--- src/rtl/cal_params.svh ---
// constants for the calendar and alarm register slice
// assumes a 5-bit register address as seen behind the serial interface
`ifndef CAL_PARAMS_SVH
`define CAL_PARAMS_SVH

// primary and mirrored register addresses
`define CAL_MONTH_ADR     5'h05
`define CAL_YEAR_ADR      5'h06
`define CAL_RAM_ADR       5'h07
`define CAL_MIN_AL_ADR    5'h08
`define CAL_HR_AL_ADR     5'h09
`define CAL_MONTH_MIR     5'h16
`define CAL_YEAR_MIR      5'h17
`define CAL_MIN_AL_MIR    5'h18
`define CAL_HR_AL_MIR     5'h19

// reset values
`define CAL_MONTH_RST     5'h01
`define CAL_YEAR_RST      8'h00
`define CAL_BYTE_RST      8'h00

// field positions
`define CAL_TOP_BIT       7
`define CAL_DIS_BIT       7
`define CAL_SPARE_BIT     6
`define CAL_MONTH_MSB     4
`define CAL_MIN_MSB       6
`define CAL_HR_MSB        5

// calendar limits, bcd
`define CAL_MONTH_FIRST   5'h01
`define CAL_MONTH_LAST    5'h12
`define CAL_FEB           5'h02
`define CAL_APR           5'h04
`define CAL_JUN           5'h06
`define CAL_SEP           5'h09
`define CAL_NOV           5'h11
`define CAL_YEAR_LAST     8'h99
`define CAL_DAYS_31       6'h31
`define CAL_DAYS_30       6'h30
`define CAL_DAYS_29       6'h29
`define CAL_DAYS_28       6'h28
`define CAL_DIGIT_NINE    4'h9
`define CAL_DIGIT_ZERO    4'h0

`endif

--- src/rtl/cal_pkg.sv ---
// types shared by the calendar and alarm register slice
// assumes cal_params.svh supplies the numeric constants
package cal_pkg;

   // register access request from the serial interface front end
   typedef struct packed {
      logic       wr;
      logic       rd;
      logic [4:0] addr;
      logic [7:0] wdata;
   } cal_req_t;

   // current time from the minute and hour counters
   typedef struct packed {
      logic [6:0] minute;
      logic [5:0] hour;
   } cal_time_t;

   typedef enum logic [2:0] {
      CAL_SEL_NONE  = 3'h0,
      CAL_SEL_MONTH = 3'h1,
      CAL_SEL_YEAR  = 3'h2,
      CAL_SEL_RAM   = 3'h3,
      CAL_SEL_MIN   = 3'h4,
      CAL_SEL_HR    = 3'h5
   } cal_sel_t;

endpackage : cal_pkg

--- src/rtl/cal_regs.sv ---
// month, year, user byte and minute/hour alarm registers
// assumes the serial front end and time counters run on sys_clk
// How it works
// (RL1) month is bcd in bits 4:0, 01 to 12, bits 7:5 read zero
// (RL2) year is eight-bit bcd 00 to 99 using all bits
// (RL3) years are 2000 to 2099, leap when year divisible by four
// (RL4) each register at 05h-09h except the user byte at 07h also answers at its 16h-19h mirror
// (RL5) user byte at 07h stores anything, no side effect, resets zero
// (RL6) minute alarm bit 7 set drops minute from alarm matching
// (RL7) minute alarm bits 6:0 hold target minute, reset zero
// (RL8) hour alarm bit 7 set drops hour from alarm matching
// (RL9) hour alarm bit 6 is a spare storage bit, reset zero
// (RL10) hour alarm bits 5:0 hold target hour, reset zero
// (RL11) alarm fires on minute update when all enabled fields match
// (RL12) host loads valid month and year after power-on
`timescale 1ns/1ps
`include "cal_params.svh"

module cal_regs
   import cal_pkg::*;
(
   input  wire logic       sys_clk,
   input  wire logic       rst,
   input  wire cal_req_t   req,
   output logic [7:0]      rd_data,
   output logic            rd_valid,
   input  wire cal_time_t  now,
   input  wire logic       minute_tick,
   input  wire logic       month_roll,
   input  wire logic       day_alarm_ok,
   output logic            alarm_event,
   output logic            leap_year,
   output logic [5:0]      days_in_month,
   output logic [4:0]      month,
   output logic [7:0]      year
);

   logic [4:0]  month_count;
   logic [7:0]  year_count;
   logic [7:0]  user_byte;
   logic [7:0]  minute_alarm;
   logic [7:0]  hour_alarm;
   logic [4:0]  next_month_count;
   logic [7:0]  next_year_count;
   logic [7:0]  next_user_byte;
   logic [7:0]  next_minute_alarm;
   logic [7:0]  next_hour_alarm;
   logic [7:0]  next_rd_data;
   logic        next_rd_valid;
   logic        next_alarm_event;
   cal_sel_t    wr_sel;
   cal_sel_t    rd_sel;
   logic        min_ok;
   logic        hr_ok;

   // both address ranges decode to one register, so mirrors never drift
   function automatic cal_sel_t decode(input logic [4:0] a);
      cal_sel_t s;
      s = CAL_SEL_NONE;
      if (a == `CAL_MONTH_ADR || a == `CAL_MONTH_MIR)
         s = CAL_SEL_MONTH;
      else if (a == `CAL_YEAR_ADR || a == `CAL_YEAR_MIR)
         s = CAL_SEL_YEAR;
      else if (a == `CAL_RAM_ADR)
         s = CAL_SEL_RAM;
      else if (a == `CAL_MIN_AL_ADR || a == `CAL_MIN_AL_MIR)
         s = CAL_SEL_MIN;
      else if (a == `CAL_HR_AL_ADR || a == `CAL_HR_AL_MIR)
         s = CAL_SEL_HR;
      return s;
   endfunction : decode

   // two-digit bcd increment, no wrap beyond 99
   function automatic logic [7:0] bcd_inc(input logic [7:0] v);
      logic [7:0] r;
      r = v;
      if (v[3:0] == `CAL_DIGIT_NINE)
      begin
         r[3:0] = `CAL_DIGIT_ZERO;
         r[7:4] = v[7:4] + 4'h1;
      end
      else
         r[3:0] = v[3:0] + 4'h1;
      return r;
   endfunction : bcd_inc

   // in 2000..2099 every year divisible by four is leap, 2000 included
   function automatic logic bcd_leap(input logic [7:0] y);
      logic l;
      if (y[4])
         l = (y[3:0] == 4'h2) || (y[3:0] == 4'h6);
      else
         l = (y[3:0] == 4'h0) || (y[3:0] == 4'h4) || (y[3:0] == 4'h8);
      return l;
   endfunction : bcd_leap

   assign wr_sel = req.wr ? decode(req.addr) : CAL_SEL_NONE;
   assign rd_sel = req.rd ? decode(req.addr) : CAL_SEL_NONE;
   assign month  = month_count;
   assign year   = year_count;

   // month length for the date counter outside
   always_comb
   begin
      leap_year = bcd_leap(year_count); // RL3
      if (month_count == `CAL_FEB)
         days_in_month = leap_year ? `CAL_DAYS_29 : `CAL_DAYS_28; // RL3
      else if (month_count == `CAL_APR || month_count == `CAL_JUN ||
               month_count == `CAL_SEP || month_count == `CAL_NOV)
         days_in_month = `CAL_DAYS_30;
      else
         days_in_month = `CAL_DAYS_31;
   end

   // disabled fields count as matching
   assign min_ok = minute_alarm[`CAL_DIS_BIT] ||
                   (now.minute == minute_alarm[`CAL_MIN_MSB:0]); // RL6 RL7
   assign hr_ok  = hour_alarm[`CAL_DIS_BIT] ||
                   (now.hour == hour_alarm[`CAL_HR_MSB:0]); // RL8 RL10

   always_comb
   begin
      next_month_count  = month_count;
      next_year_count   = year_count;
      next_user_byte    = user_byte;
      next_minute_alarm = minute_alarm;
      next_hour_alarm   = hour_alarm;
      next_rd_valid     = req.rd;
      next_rd_data      = rd_data;
      next_alarm_event  = minute_tick && min_ok && hr_ok &&
                          day_alarm_ok; // RL11
      // calendar advance; a host write in the same cycle wins below
      if (month_roll)
      begin
         if (month_count == `CAL_MONTH_LAST)
         begin
            next_month_count = `CAL_MONTH_FIRST; // RL1
            if (year_count == `CAL_YEAR_LAST)
               next_year_count = `CAL_YEAR_RST; // RL2
            else
               next_year_count = bcd_inc(year_count); // RL2
         end
         else
         begin
            next_month_count = 5'(bcd_inc({3'h0, month_count})); // RL1
         end
      end
      unique case (wr_sel)
         CAL_SEL_MONTH:
            next_month_count = req.wdata[`CAL_MONTH_MSB:0]; // RL1 RL4
         CAL_SEL_YEAR:
            next_year_count = req.wdata; // RL2 RL4
         CAL_SEL_RAM:
            next_user_byte = req.wdata; // RL5
         CAL_SEL_MIN:
            next_minute_alarm = req.wdata; // RL6 RL7 RL4
         CAL_SEL_HR:
            next_hour_alarm = req.wdata; // RL8 RL9 RL10 RL4
         CAL_SEL_NONE:
            next_minute_alarm = minute_alarm;
      endcase
      // read data from the same decode; unmapped reads as zero
      if (req.rd)
      begin
         unique case (rd_sel)
            CAL_SEL_MONTH:
               next_rd_data = {3'h0, month_count}; // RL1
            CAL_SEL_YEAR:
               next_rd_data = year_count;
            CAL_SEL_RAM:
               next_rd_data = user_byte;
            CAL_SEL_MIN:
               next_rd_data = minute_alarm;
            CAL_SEL_HR:
               next_rd_data = hour_alarm; // RL9
            CAL_SEL_NONE:
               next_rd_data = `CAL_BYTE_RST;
         endcase
      end
   end

   // month resets to 01 and year to 00; the real date is loaded by the host
   always_ff @(posedge sys_clk or posedge rst)
   begin
      if (rst)
      begin
         month_count  <= `CAL_MONTH_RST; // RL12
         year_count   <= `CAL_YEAR_RST; // RL12
         user_byte    <= `CAL_BYTE_RST; // RL5
         minute_alarm <= `CAL_BYTE_RST; // RL6 RL7
         hour_alarm   <= `CAL_BYTE_RST; // RL8 RL9 RL10
         rd_data      <= `CAL_BYTE_RST;
         rd_valid     <= 1'b0;
         alarm_event  <= 1'b0;
      end
      else
      begin
         month_count  <= next_month_count;
         year_count   <= next_year_count;
         user_byte    <= next_user_byte;
         minute_alarm <= next_minute_alarm;
         hour_alarm   <= next_hour_alarm;
         rd_data      <= next_rd_data;
         rd_valid     <= next_rd_valid;
         alarm_event  <= next_alarm_event;
      end
   end

   month_read_zero_a: assert property ( // RL1
      @(posedge sys_clk) disable iff (rst)
      rd_valid && $past(rd_sel) == CAL_SEL_MONTH |->
         rd_data[`CAL_TOP_BIT:`CAL_MONTH_MSB+1] == '0 &&
         rd_data[`CAL_MONTH_MSB:0] == $past(month_count))
      else $error("month read shows wrong bits");

   month_write_a: assert property ( // RL1
      @(posedge sys_clk) disable iff (rst)
      req.wr && (req.addr == `CAL_MONTH_ADR || req.addr == `CAL_MONTH_MIR)
      |=> month_count == $past(req.wdata[`CAL_MONTH_MSB:0]))
      else $error("month write not stored");

   year_wrap_a: assert property ( // RL2
      @(posedge sys_clk) disable iff (rst)
      month_roll && !req.wr && month_count == `CAL_MONTH_LAST &&
      year_count == `CAL_YEAR_LAST |=>
         year_count == `CAL_YEAR_RST && month_count == `CAL_MONTH_FIRST)
      else $error("year did not wrap to 00");

   year_write_a: assert property ( // RL2
      @(posedge sys_clk) disable iff (rst)
      req.wr && (req.addr == `CAL_YEAR_ADR || req.addr == `CAL_YEAR_MIR)
      |=> year_count == $past(req.wdata))
      else $error("year write not stored");

   // reference uses decimal arithmetic, independent of the digit decode
   leap_span_a: assert property ( // RL3
      @(posedge sys_clk) disable iff (rst)
      month_count == `CAL_FEB |->
         days_in_month == (((int'(year_count[7:4]) * 10 +
                             int'(year_count[3:0])) % 4 == 0) ?
                           `CAL_DAYS_29 : `CAL_DAYS_28))
      else $error("february length wrong");

   leap_flag_a: assert property ( // RL3
      @(posedge sys_clk) disable iff (rst)
      leap_year == ((int'(year_count[7:4]) * 10 +
                     int'(year_count[3:0])) % 4 == 0))
      else $error("leap flag wrong");

   mirror_write_a: assert property ( // RL4
      @(posedge sys_clk) disable iff (rst)
      req.wr && req.addr == `CAL_YEAR_MIR ##1
      req.rd && req.addr == `CAL_YEAR_ADR ##1 1'b1 |->
         rd_data == $past(req.wdata, 2))
      else $error("mirror write not seen at primary");

   user_byte_a: assert property ( // RL5
      @(posedge sys_clk) disable iff (rst)
      req.wr && req.addr == `CAL_RAM_ADR && !month_roll |=>
         user_byte == $past(req.wdata) && $stable(year_count) &&
         $stable(month_count) && $stable(minute_alarm))
      else $error("user byte write misbehaved");

   minute_block_a: assert property ( // RL6
      @(posedge sys_clk) disable iff (rst)
      minute_tick && !minute_alarm[`CAL_DIS_BIT] &&
      now.minute != minute_alarm[`CAL_MIN_MSB:0] |=> !alarm_event)
      else $error("alarm fired on minute mismatch");

   minute_match_a: assert property ( // RL7
      @(posedge sys_clk) disable iff (rst)
      minute_tick && day_alarm_ok && hour_alarm[`CAL_DIS_BIT] &&
      now.minute == minute_alarm[`CAL_MIN_MSB:0] |=> alarm_event)
      else $error("alarm missed on minute match");

   min_write_a: assert property ( // RL7
      @(posedge sys_clk) disable iff (rst)
      req.wr && (req.addr == `CAL_MIN_AL_ADR || req.addr == `CAL_MIN_AL_MIR)
      |=> minute_alarm == $past(req.wdata))
      else $error("minute alarm write not stored");

   hour_ignore_a: assert property ( // RL8
      @(posedge sys_clk) disable iff (rst)
      minute_tick && day_alarm_ok && hour_alarm[`CAL_DIS_BIT] &&
      minute_alarm[`CAL_DIS_BIT] |=> alarm_event)
      else $error("disabled hour still blocked alarm");

   spare_store_a: assert property ( // RL9
      @(posedge sys_clk) disable iff (rst)
      req.wr && req.addr == `CAL_HR_AL_ADR ##1
      req.rd && req.addr == `CAL_HR_AL_MIR |=>
         rd_data[`CAL_SPARE_BIT] == $past(req.wdata[`CAL_SPARE_BIT], 2))
      else $error("spare bit not stored");

   hour_block_a: assert property ( // RL10
      @(posedge sys_clk) disable iff (rst)
      minute_tick && !hour_alarm[`CAL_DIS_BIT] &&
      now.hour != hour_alarm[`CAL_HR_MSB:0] |=> !alarm_event)
      else $error("alarm fired on hour mismatch");

   hour_write_a: assert property ( // RL10
      @(posedge sys_clk) disable iff (rst)
      req.wr && (req.addr == `CAL_HR_AL_ADR || req.addr == `CAL_HR_AL_MIR)
      |=> hour_alarm == $past(req.wdata))
      else $error("hour alarm write not stored");

   alarm_cause_a: assert property ( // RL11
      @(posedge sys_clk) disable iff (rst)
      alarm_event |-> $past(minute_tick) && $past(day_alarm_ok))
      else $error("alarm without minute update");

endmodule : cal_regs

--- config.mk ---
export PLATFORM = sky130hd
export DESIGN_NAME = cal_regs
export DESIGN_NICKNAME = d
export VERILOG_FILES = /design/src/rtl/cal_pkg.sv /design/src/rtl/cal_regs.sv
export VERILOG_INCLUDE_DIRS = /design/src /design/src/rtl
export SDC_FILE = /design/constraint.sdc
export NUM_CORES = 1
export LEC_CHECK = 0
export BUFFER_PORTS_ARGS = -buffer_cell sky130_fd_sc_hd__buf_2
export CORE_MARGIN = 3
export CORE_UTILIZATION = 50
export CTS_BUF_LIST = sky130_fd_sc_hd__clkbuf_16
export CTS_CLUSTER_SIZE = 16
export DETAILED_ROUTE_END_ITERATION = 10
export HOLD_SLACK_MARGIN = 0.08
export PLACE_DENSITY = 0.74
export REMOVE_ABC_BUFFERS = 1
export SYNTH_ARGS = -nofsm -noshare
export SYNTH_HDL_FRONTEND = slang
export SYNTH_SLANG_ARGS = --single-unit
--- constraint.sdc ---
create_clock -name sys_clk -period 1.95 [get_ports sys_clk]
set_clock_uncertainty 0.05 [all_clocks]
set_input_delay 0.195 -clock sys_clk [delete_from_list [all_inputs] [get_ports sys_clk]]
set_output_delay 0.195 -clock sys_clk [all_outputs]
set_load 0.01 [all_outputs]
==> reports/summary.txt, run 1 <==
1st-iter DRT viols - 209
Nets - 367
RSZ-0062 raised after global routing - false
Die H - 79.78 µm
Hold WS - 154.1 ps
Sequential cell area - 1177 µm²
Filler Cell Count - 442
Port Buf Inserts - 59
Count of cell types in the netlist - 58
Logic pwr share - 37.4%
Avg WL per Cell - 16.92 µm
Post-synth top area share - 42.30%
Initial antenna violation count - 0
Final Hold Fails - 0
Critical path type - reg -> out
Uppermost layer routed - met4
Residual DRC - 0
GPL Wtd Cong - 0.8271
Largest family of logic cells by synthesized area - simple AND/OR/NAND/NOR gates
Worst-path maximum fanout - 6
Pwr dens - 1116 nW/µm²
# diodes - 0
Area delta synth->final - 21.56%
Met2 Wirelength - 3314 µm
Synth Flop Type - dfrtp_1
First-pass GRT wire length - 11220 µm
DRT Wirelength - 6819 µm
Sequential Power Share - 40.3%
Total power - 0.003693 W
LEAKAGE - 1.527 nW
FP Rows - 26
Depth of the CTS H-tree - 2
Area of the mapped netlist - 2721 µm²
Post-synth EDFFs - 0
Gr ovfl total - 0
FFs w/ async S/R, synth - 100.0%
Clock power frac - 22.3%
Count leader, synth - dfrtp_1
CTS Sinks - 47
Period utilization - 93.12%
Worst Path Arrival - 1570 ps
Antenna-violating nets left - 0
CTS tree - built
CTS buffer count - 5
Switching pwr - 0.001319 W
DR vias/cell - 5.658
CP Data Required Time - 1700 ps
Synth top cells by count - dfrtp_1 (46), mux2_2 (24), o21ai_0 (16)
Total iterations of the first detailed-routing run - 4
Max Cap Violations - 0
Mux share of post-synthesis cell area - 11.95%
Layout cell share with drive strength beyond 1 - 36.94%
Synth area leaders - dfrtp_1 (42%), mux2_2 (9.9%), xor2_1 (3.5%)
Register area share after synthesis - 43.26%
Synth Area in XOR/XNOR - 6.759%
Pins Over Slew Limit - 0
Max-slew headroom - 60.75%
Die area - 6364 µm²
Syn Inst Count - 264
Switch share - 35.72%
Metal3 WL - 370 µm
Clock slew at reported path FFs - 60 ps
Setup TNS - 0 ps
Fmax - 0.5507 GHz
Root Buffer - clkbuf_16
Avg Cell Area, Syn - 10.31 µm²
CP endpoint kind - output port
Outcome - finished clean
DR vias - 2280
Max IR drop VDD - 0.6810 mV
Die X - 79.78 µm
Metal-1 WL - 3006 µm
Cell taking the most area after synthesis - dfrtp_1
Register bit total from synthesis - 47
Synth Area in Compound Gates - 16.32%
Post-Synth Simple-Gate Area - 16.41%
Clock buffer depth - 2
DP Wirelength - 5043 µm
CP startpoint kind - flip-flop
Minimum clock period - 1816 ps
Adder and majority cell fraction of the synthesized area - 0.9195%
Hold Crit Class - in -> reg
Pin count of the biggest net entering global routing - 48
Starting Density - 52.61%
Final Setup Violations - 0
P_int - 0.002374 W
Io pins - 63
Yosys warnings - 0
Measured slew at the worst slew-check pin - 588.7 ps
Multi-input logic area - 1449 µm²
Vias in the first global route - 2222
GR Util All Layers - 22.98%
Skew-Pair Late Insertion Delay - 290 ps
Core area - 5172 µm²
worst paths after layout:
kind                                 start                to  slack (ps)  cells past startpoint
max in group asynchronous              rst     hour_alarm[1]         900                      4
worst min-delay path                req[7]   minute_alarm[7]         150                      2
worst min register to register  rd_data[1]        rd_data[1]         430                      1
worst max-delay path               year[1]  days_in_month[0]         130                      7
min in group asynchronous              rst       alarm_event         550                      4
worst max register to register     year[2]           year[6]         180                      5
worst max-delay path: stages (launching register included):
cell     delay, ps
dfrtp_1        450
buf_4          190
xor2_1         150
nor2_1          80
nor2_1          40
nor2_1         120
o21a_1         130
buf_2          120
what timing repair did:
action / 4_1_cts / 5_1_grt
hold endpoints to repair: 47 / 0
setup buffers: 0 / 0
gates resized for setup: 0 / 3
hold buffers: 3 / 0
endpoints found under the setup margin: 0 / 2
metal layers:
layer,vias to the layer above,global-route usage (%)
met2,73,37.23
met4,0,7.939
met3,12,3.725
met5,-,0
met1,1112,31.31
li1,1083,-
cells in the final DEF, fill, tap and decap left out, drive strengths merged, types with 2 or more instances in the layout:
cell type / synthesis / routed
nor4: 2 / 2
xor2: 11 / 11
clkinv: 1 / 3
a21oi: 11 / 11
a21o: 2 / 2
mux2: 25 / 25
a221oi: 2 / 2
or3b: 2 / 2
a211oi: 4 / 4
nor2: 16 / 16
ha: 2 / 2
nor3: 6 / 6
clkbuf: 6 / 5
o2bb2ai: 7 / 7
mux2i: 4 / 4
nand3b: 2 / 2
nor2b: 7 / 7
xnor2: 10 / 10
a31oi: 6 / 6
nand2: 18 / 18
dfrtp: 46 / 46
nor3b: 3 / 3
conb: 2 / 3
buf: 10 / 73
dlygate4sd3: 0 / 3
and3: 7 / 7
a32oi: 2 / 2
nand2b: 3 / 3
a2bb2oi: 2 / 2
inv: 5 / 6
o21ai: 17 / 17
nand3: 7 / 7
o21a: 4 / 4
registers in the layout, summed over array words and instances (netlist names):
| name | count |
|---|---|
| rd_data | 8 |
| alarm_event | 1 |
| year | 8 |
| user_byte | 8 |
| minute_alarm | 8 |
| month | 5 |
| hour_alarm | 8 |
| rd_valid | 1 |
cell families after synthesis:
family | after synthesis
flops | 47
simple gates | 77
buf+inv | 22
xor+xnor | 21
other cells | 2
mux | 29
compound gates | 64
fa+ha+maj | 2
through the flow:
stage	setup WS [ps]	area (µm²)	util (%)	cells
2_1_floorplan	290.4	2636	-	249
3_3_place_gp	198.0	3124	60.40	392
3_5_place_dp	126.0	3124	60.40	392
4_1_cts	98.16	3296	63.72	403
5_1_grt	1.830	3308	63.96	403
6_report	134.2	3308	63.96	403
cell type report:
type	count	area share (%)
Multi-Input combinational cell	196	43.80
Sequential cell	47	35.59
Timing Repair Buffer	76	13.01
Clock buffer	5	3.782
Tap cell	70	2.648
Inverter	6	0.6808
Clock inverter	3	0.4917
power by group through the flow:
stage	registers (W)	logic (W)	clock network, W
2_1_floorplan	0.00158	0.000703	0
3_3_place_gp	0.00149	0.00132	0
3_5_place_dp	0.00150	0.00135	0
4_1_cts	0.00148	0.00138	0.000829
5_1_grt	0.00152	0.00153	0.000875
6_report	0.00149	0.00138	0.000823
(Power assumes the default switching activity.)
==> run 2: changes to the inputs <==
--- a/config.mk
+++ b/config.mk
@@ -7,7 +7,7 @@
 export NUM_CORES = 1
 export LEC_CHECK = 0
 export BUFFER_PORTS_ARGS = -buffer_cell sky130_fd_sc_hd__buf_2
-export CORE_MARGIN = 3
+export CORE_MARGIN = 2
 export CORE_UTILIZATION = 50
 export CTS_BUF_LIST = sky130_fd_sc_hd__clkbuf_16
 export CTS_CLUSTER_SIZE = 16
==> reports/summary.txt, run 2 (synthesis gave the netlist of run 1 again) <==
FP Rows - 26
Die H - 77.78 µm
Final instance area - 3341 µm²
Total iterations of the first detailed-routing run - 4
CP delay by family, top - flip-flops
Logic pwr share - 36.0%
Pins Over Slew Limit - 0
Setup WS post-layout - 106.8 ps
Slowest CP cell - dfstp_2
Switching pwr - 0.001317 W
P_int - 0.002505 W
Clock power frac - 25.3%
DRT Wirelength - 6757 µm
Starting Density - 52.61%
Avg WL per Cell - 16.77 µm
Placed inst area - 3137 µm²
Setup WS pre-CTS - 125.0 ps
Residual DRC - 0
CP bufs+invs - 1
Setup TNS - 0 ps
Skew-Pair Late Insertion Delay - 290 ps
Switch share - 34.46%
Commonest cells after routing, fill and taps aside - buf_2 (59), dfrtp_1 (46), mux2_2 (24)
DR vias/cell - 5.620
CP Data Required Time - 1700 ps
Sequential Power Share - 38.6%
CTS Sinks - 47
Worst Path Arrival - 1600 ps
RSZ-0062 raised after global routing - false
Port Buf Inserts - 59
Critical path type - reg -> out
Layout cell share with drive strength beyond 1 - 36.94%
Multi-input logic area - 1441 µm²
Filler Cell Count - 431
GR Util All Layers - 23.93%
Antenna-violating nets left - 0
Root Buffer - clkbuf_16
Period utilization - 94.52%
Final Hold Fails - 0
DP Wirelength - 4961 µm
Vias in the first global route - 2279
Max Cap Violations - 0
DR vias - 2265
Depth of the CTS H-tree - 2
Nets - 367
Hold Crit Class - in -> reg
Worst-path maximum fanout - 8
GPL Wtd Cong - 0.8262
Pwr dens - 1144 nW/µm²
CTS tree - built
Max IR drop VDD - 0.6838 mV
CTS buffer count - 5
CP endpoint kind - output port
Final Setup Violations - 0
Clock slew at reported path FFs - 70 ps
Gr ovfl total - 0
Fmax - 0.5425 GHz
Clock buffer depth - 2
Worst stage delay on the critical path - 630 ps
Max-slew headroom - 65.33%
Core area - 5172 µm²
Most common cell after layout, fill and taps aside - buf_2
Io pins - 63
Initial antenna violation count - 0
CP startpoint kind - flip-flop
Measured slew at the worst slew-check pin - 515.3 ps
Minimum clock period - 1843 ps
# diodes - 0
First-pass GRT wire length - 11360 µm
Outcome - finished clean
LEAKAGE - 1.541 nW
Die X - 77.78 µm
Sequential cell area - 1177 µm²
Die area - 6049 µm²
Pin count of the biggest net entering global routing - 28
1st-iter DRT viols - 174
Crit path cell chain - nor2b_1, nand2_1, nor2_1, a21oi_1, o21a_1, buf_2
Area delta synth->final - 22.76%
run 2: per-layer routing:
metal  vias up  GRT usage, %  wire length (µm)
li1       1087             -                 -
met1      1105         33.21              3111
met2        64         38.19              3275
met3         9         4.070               268
met4         0         7.500               102
met5         -             0                 0
run 2: cell type report:
| cell class | instances | area share [%] |
|---|---|---|
| Inverter | 6 | 0.6742 |
| Clock inverter | 3 | 1.311 |
| Clock buffer | 5 | 3.745 |
| Sequential cell | 47 | 35.24 |
| Timing Repair Buffer | 76 | 13.26 |
| Multi-Input combinational cell | 196 | 43.15 |
| Tap cell | 70 | 2.622 |
run 2: timing repair:
item,in CTS,in global routing
resized for setup,0,1
setup buffers,0,0
hold buffers,3,0
setup endpoints to repair,0,2
hold endpoints to repair,21,0
run 2: final timing paths:
check,end,slack (ps),cells past startpoint,startpoint
max,days_in_month[0],110,6,month[0]
min,minute_alarm[7],150,2,req[7]
max reg2reg,year[6],250,5,year[2]
min reg2reg,rd_data[1],430,1,rd_data[1]
max in group asynchronous,month[0],850,4,rst
min in group asynchronous,hour_alarm[4],410,3,rst
run 2: worst register-to-register path: stages, from the launching register on:
cell and delay (ps):
dfrtp_1 430, nor2b_1 200, nand3b_1 170, o31ai_2 360, o21ai_0 140, a22o_1 230
run 2: power by group through the flow:
stage | Clock, W | Combinational (W) | Sequential [W]
finish | 0.000969 | 0.00138 | 0.00148
global route | 0.00103 | 0.00154 | 0.00152
CTS | 0.000982 | 0.00138 | 0.00147
detailed placement | 0 | 0.00136 | 0.00149
global placement | 0 | 0.00133 | 0.00148
floorplan | 0 | 0.000703 | 0.00158
run 2: stage by stage:
step | instances | util, % | hold slack (ps) | total power, W
floorplan | 249 | - | 176.4 | 0.002286
global placement | 392 | 60.64 | 177.1 | 0.002811
detailed placement | 392 | 60.64 | 181.6 | 0.002854
CTS | 403 | 64.49 | 150.0 | 0.003836
global route | 403 | 64.59 | 164.7 | 0.004086
finish | 403 | 64.59 | 155.0 | 0.003823
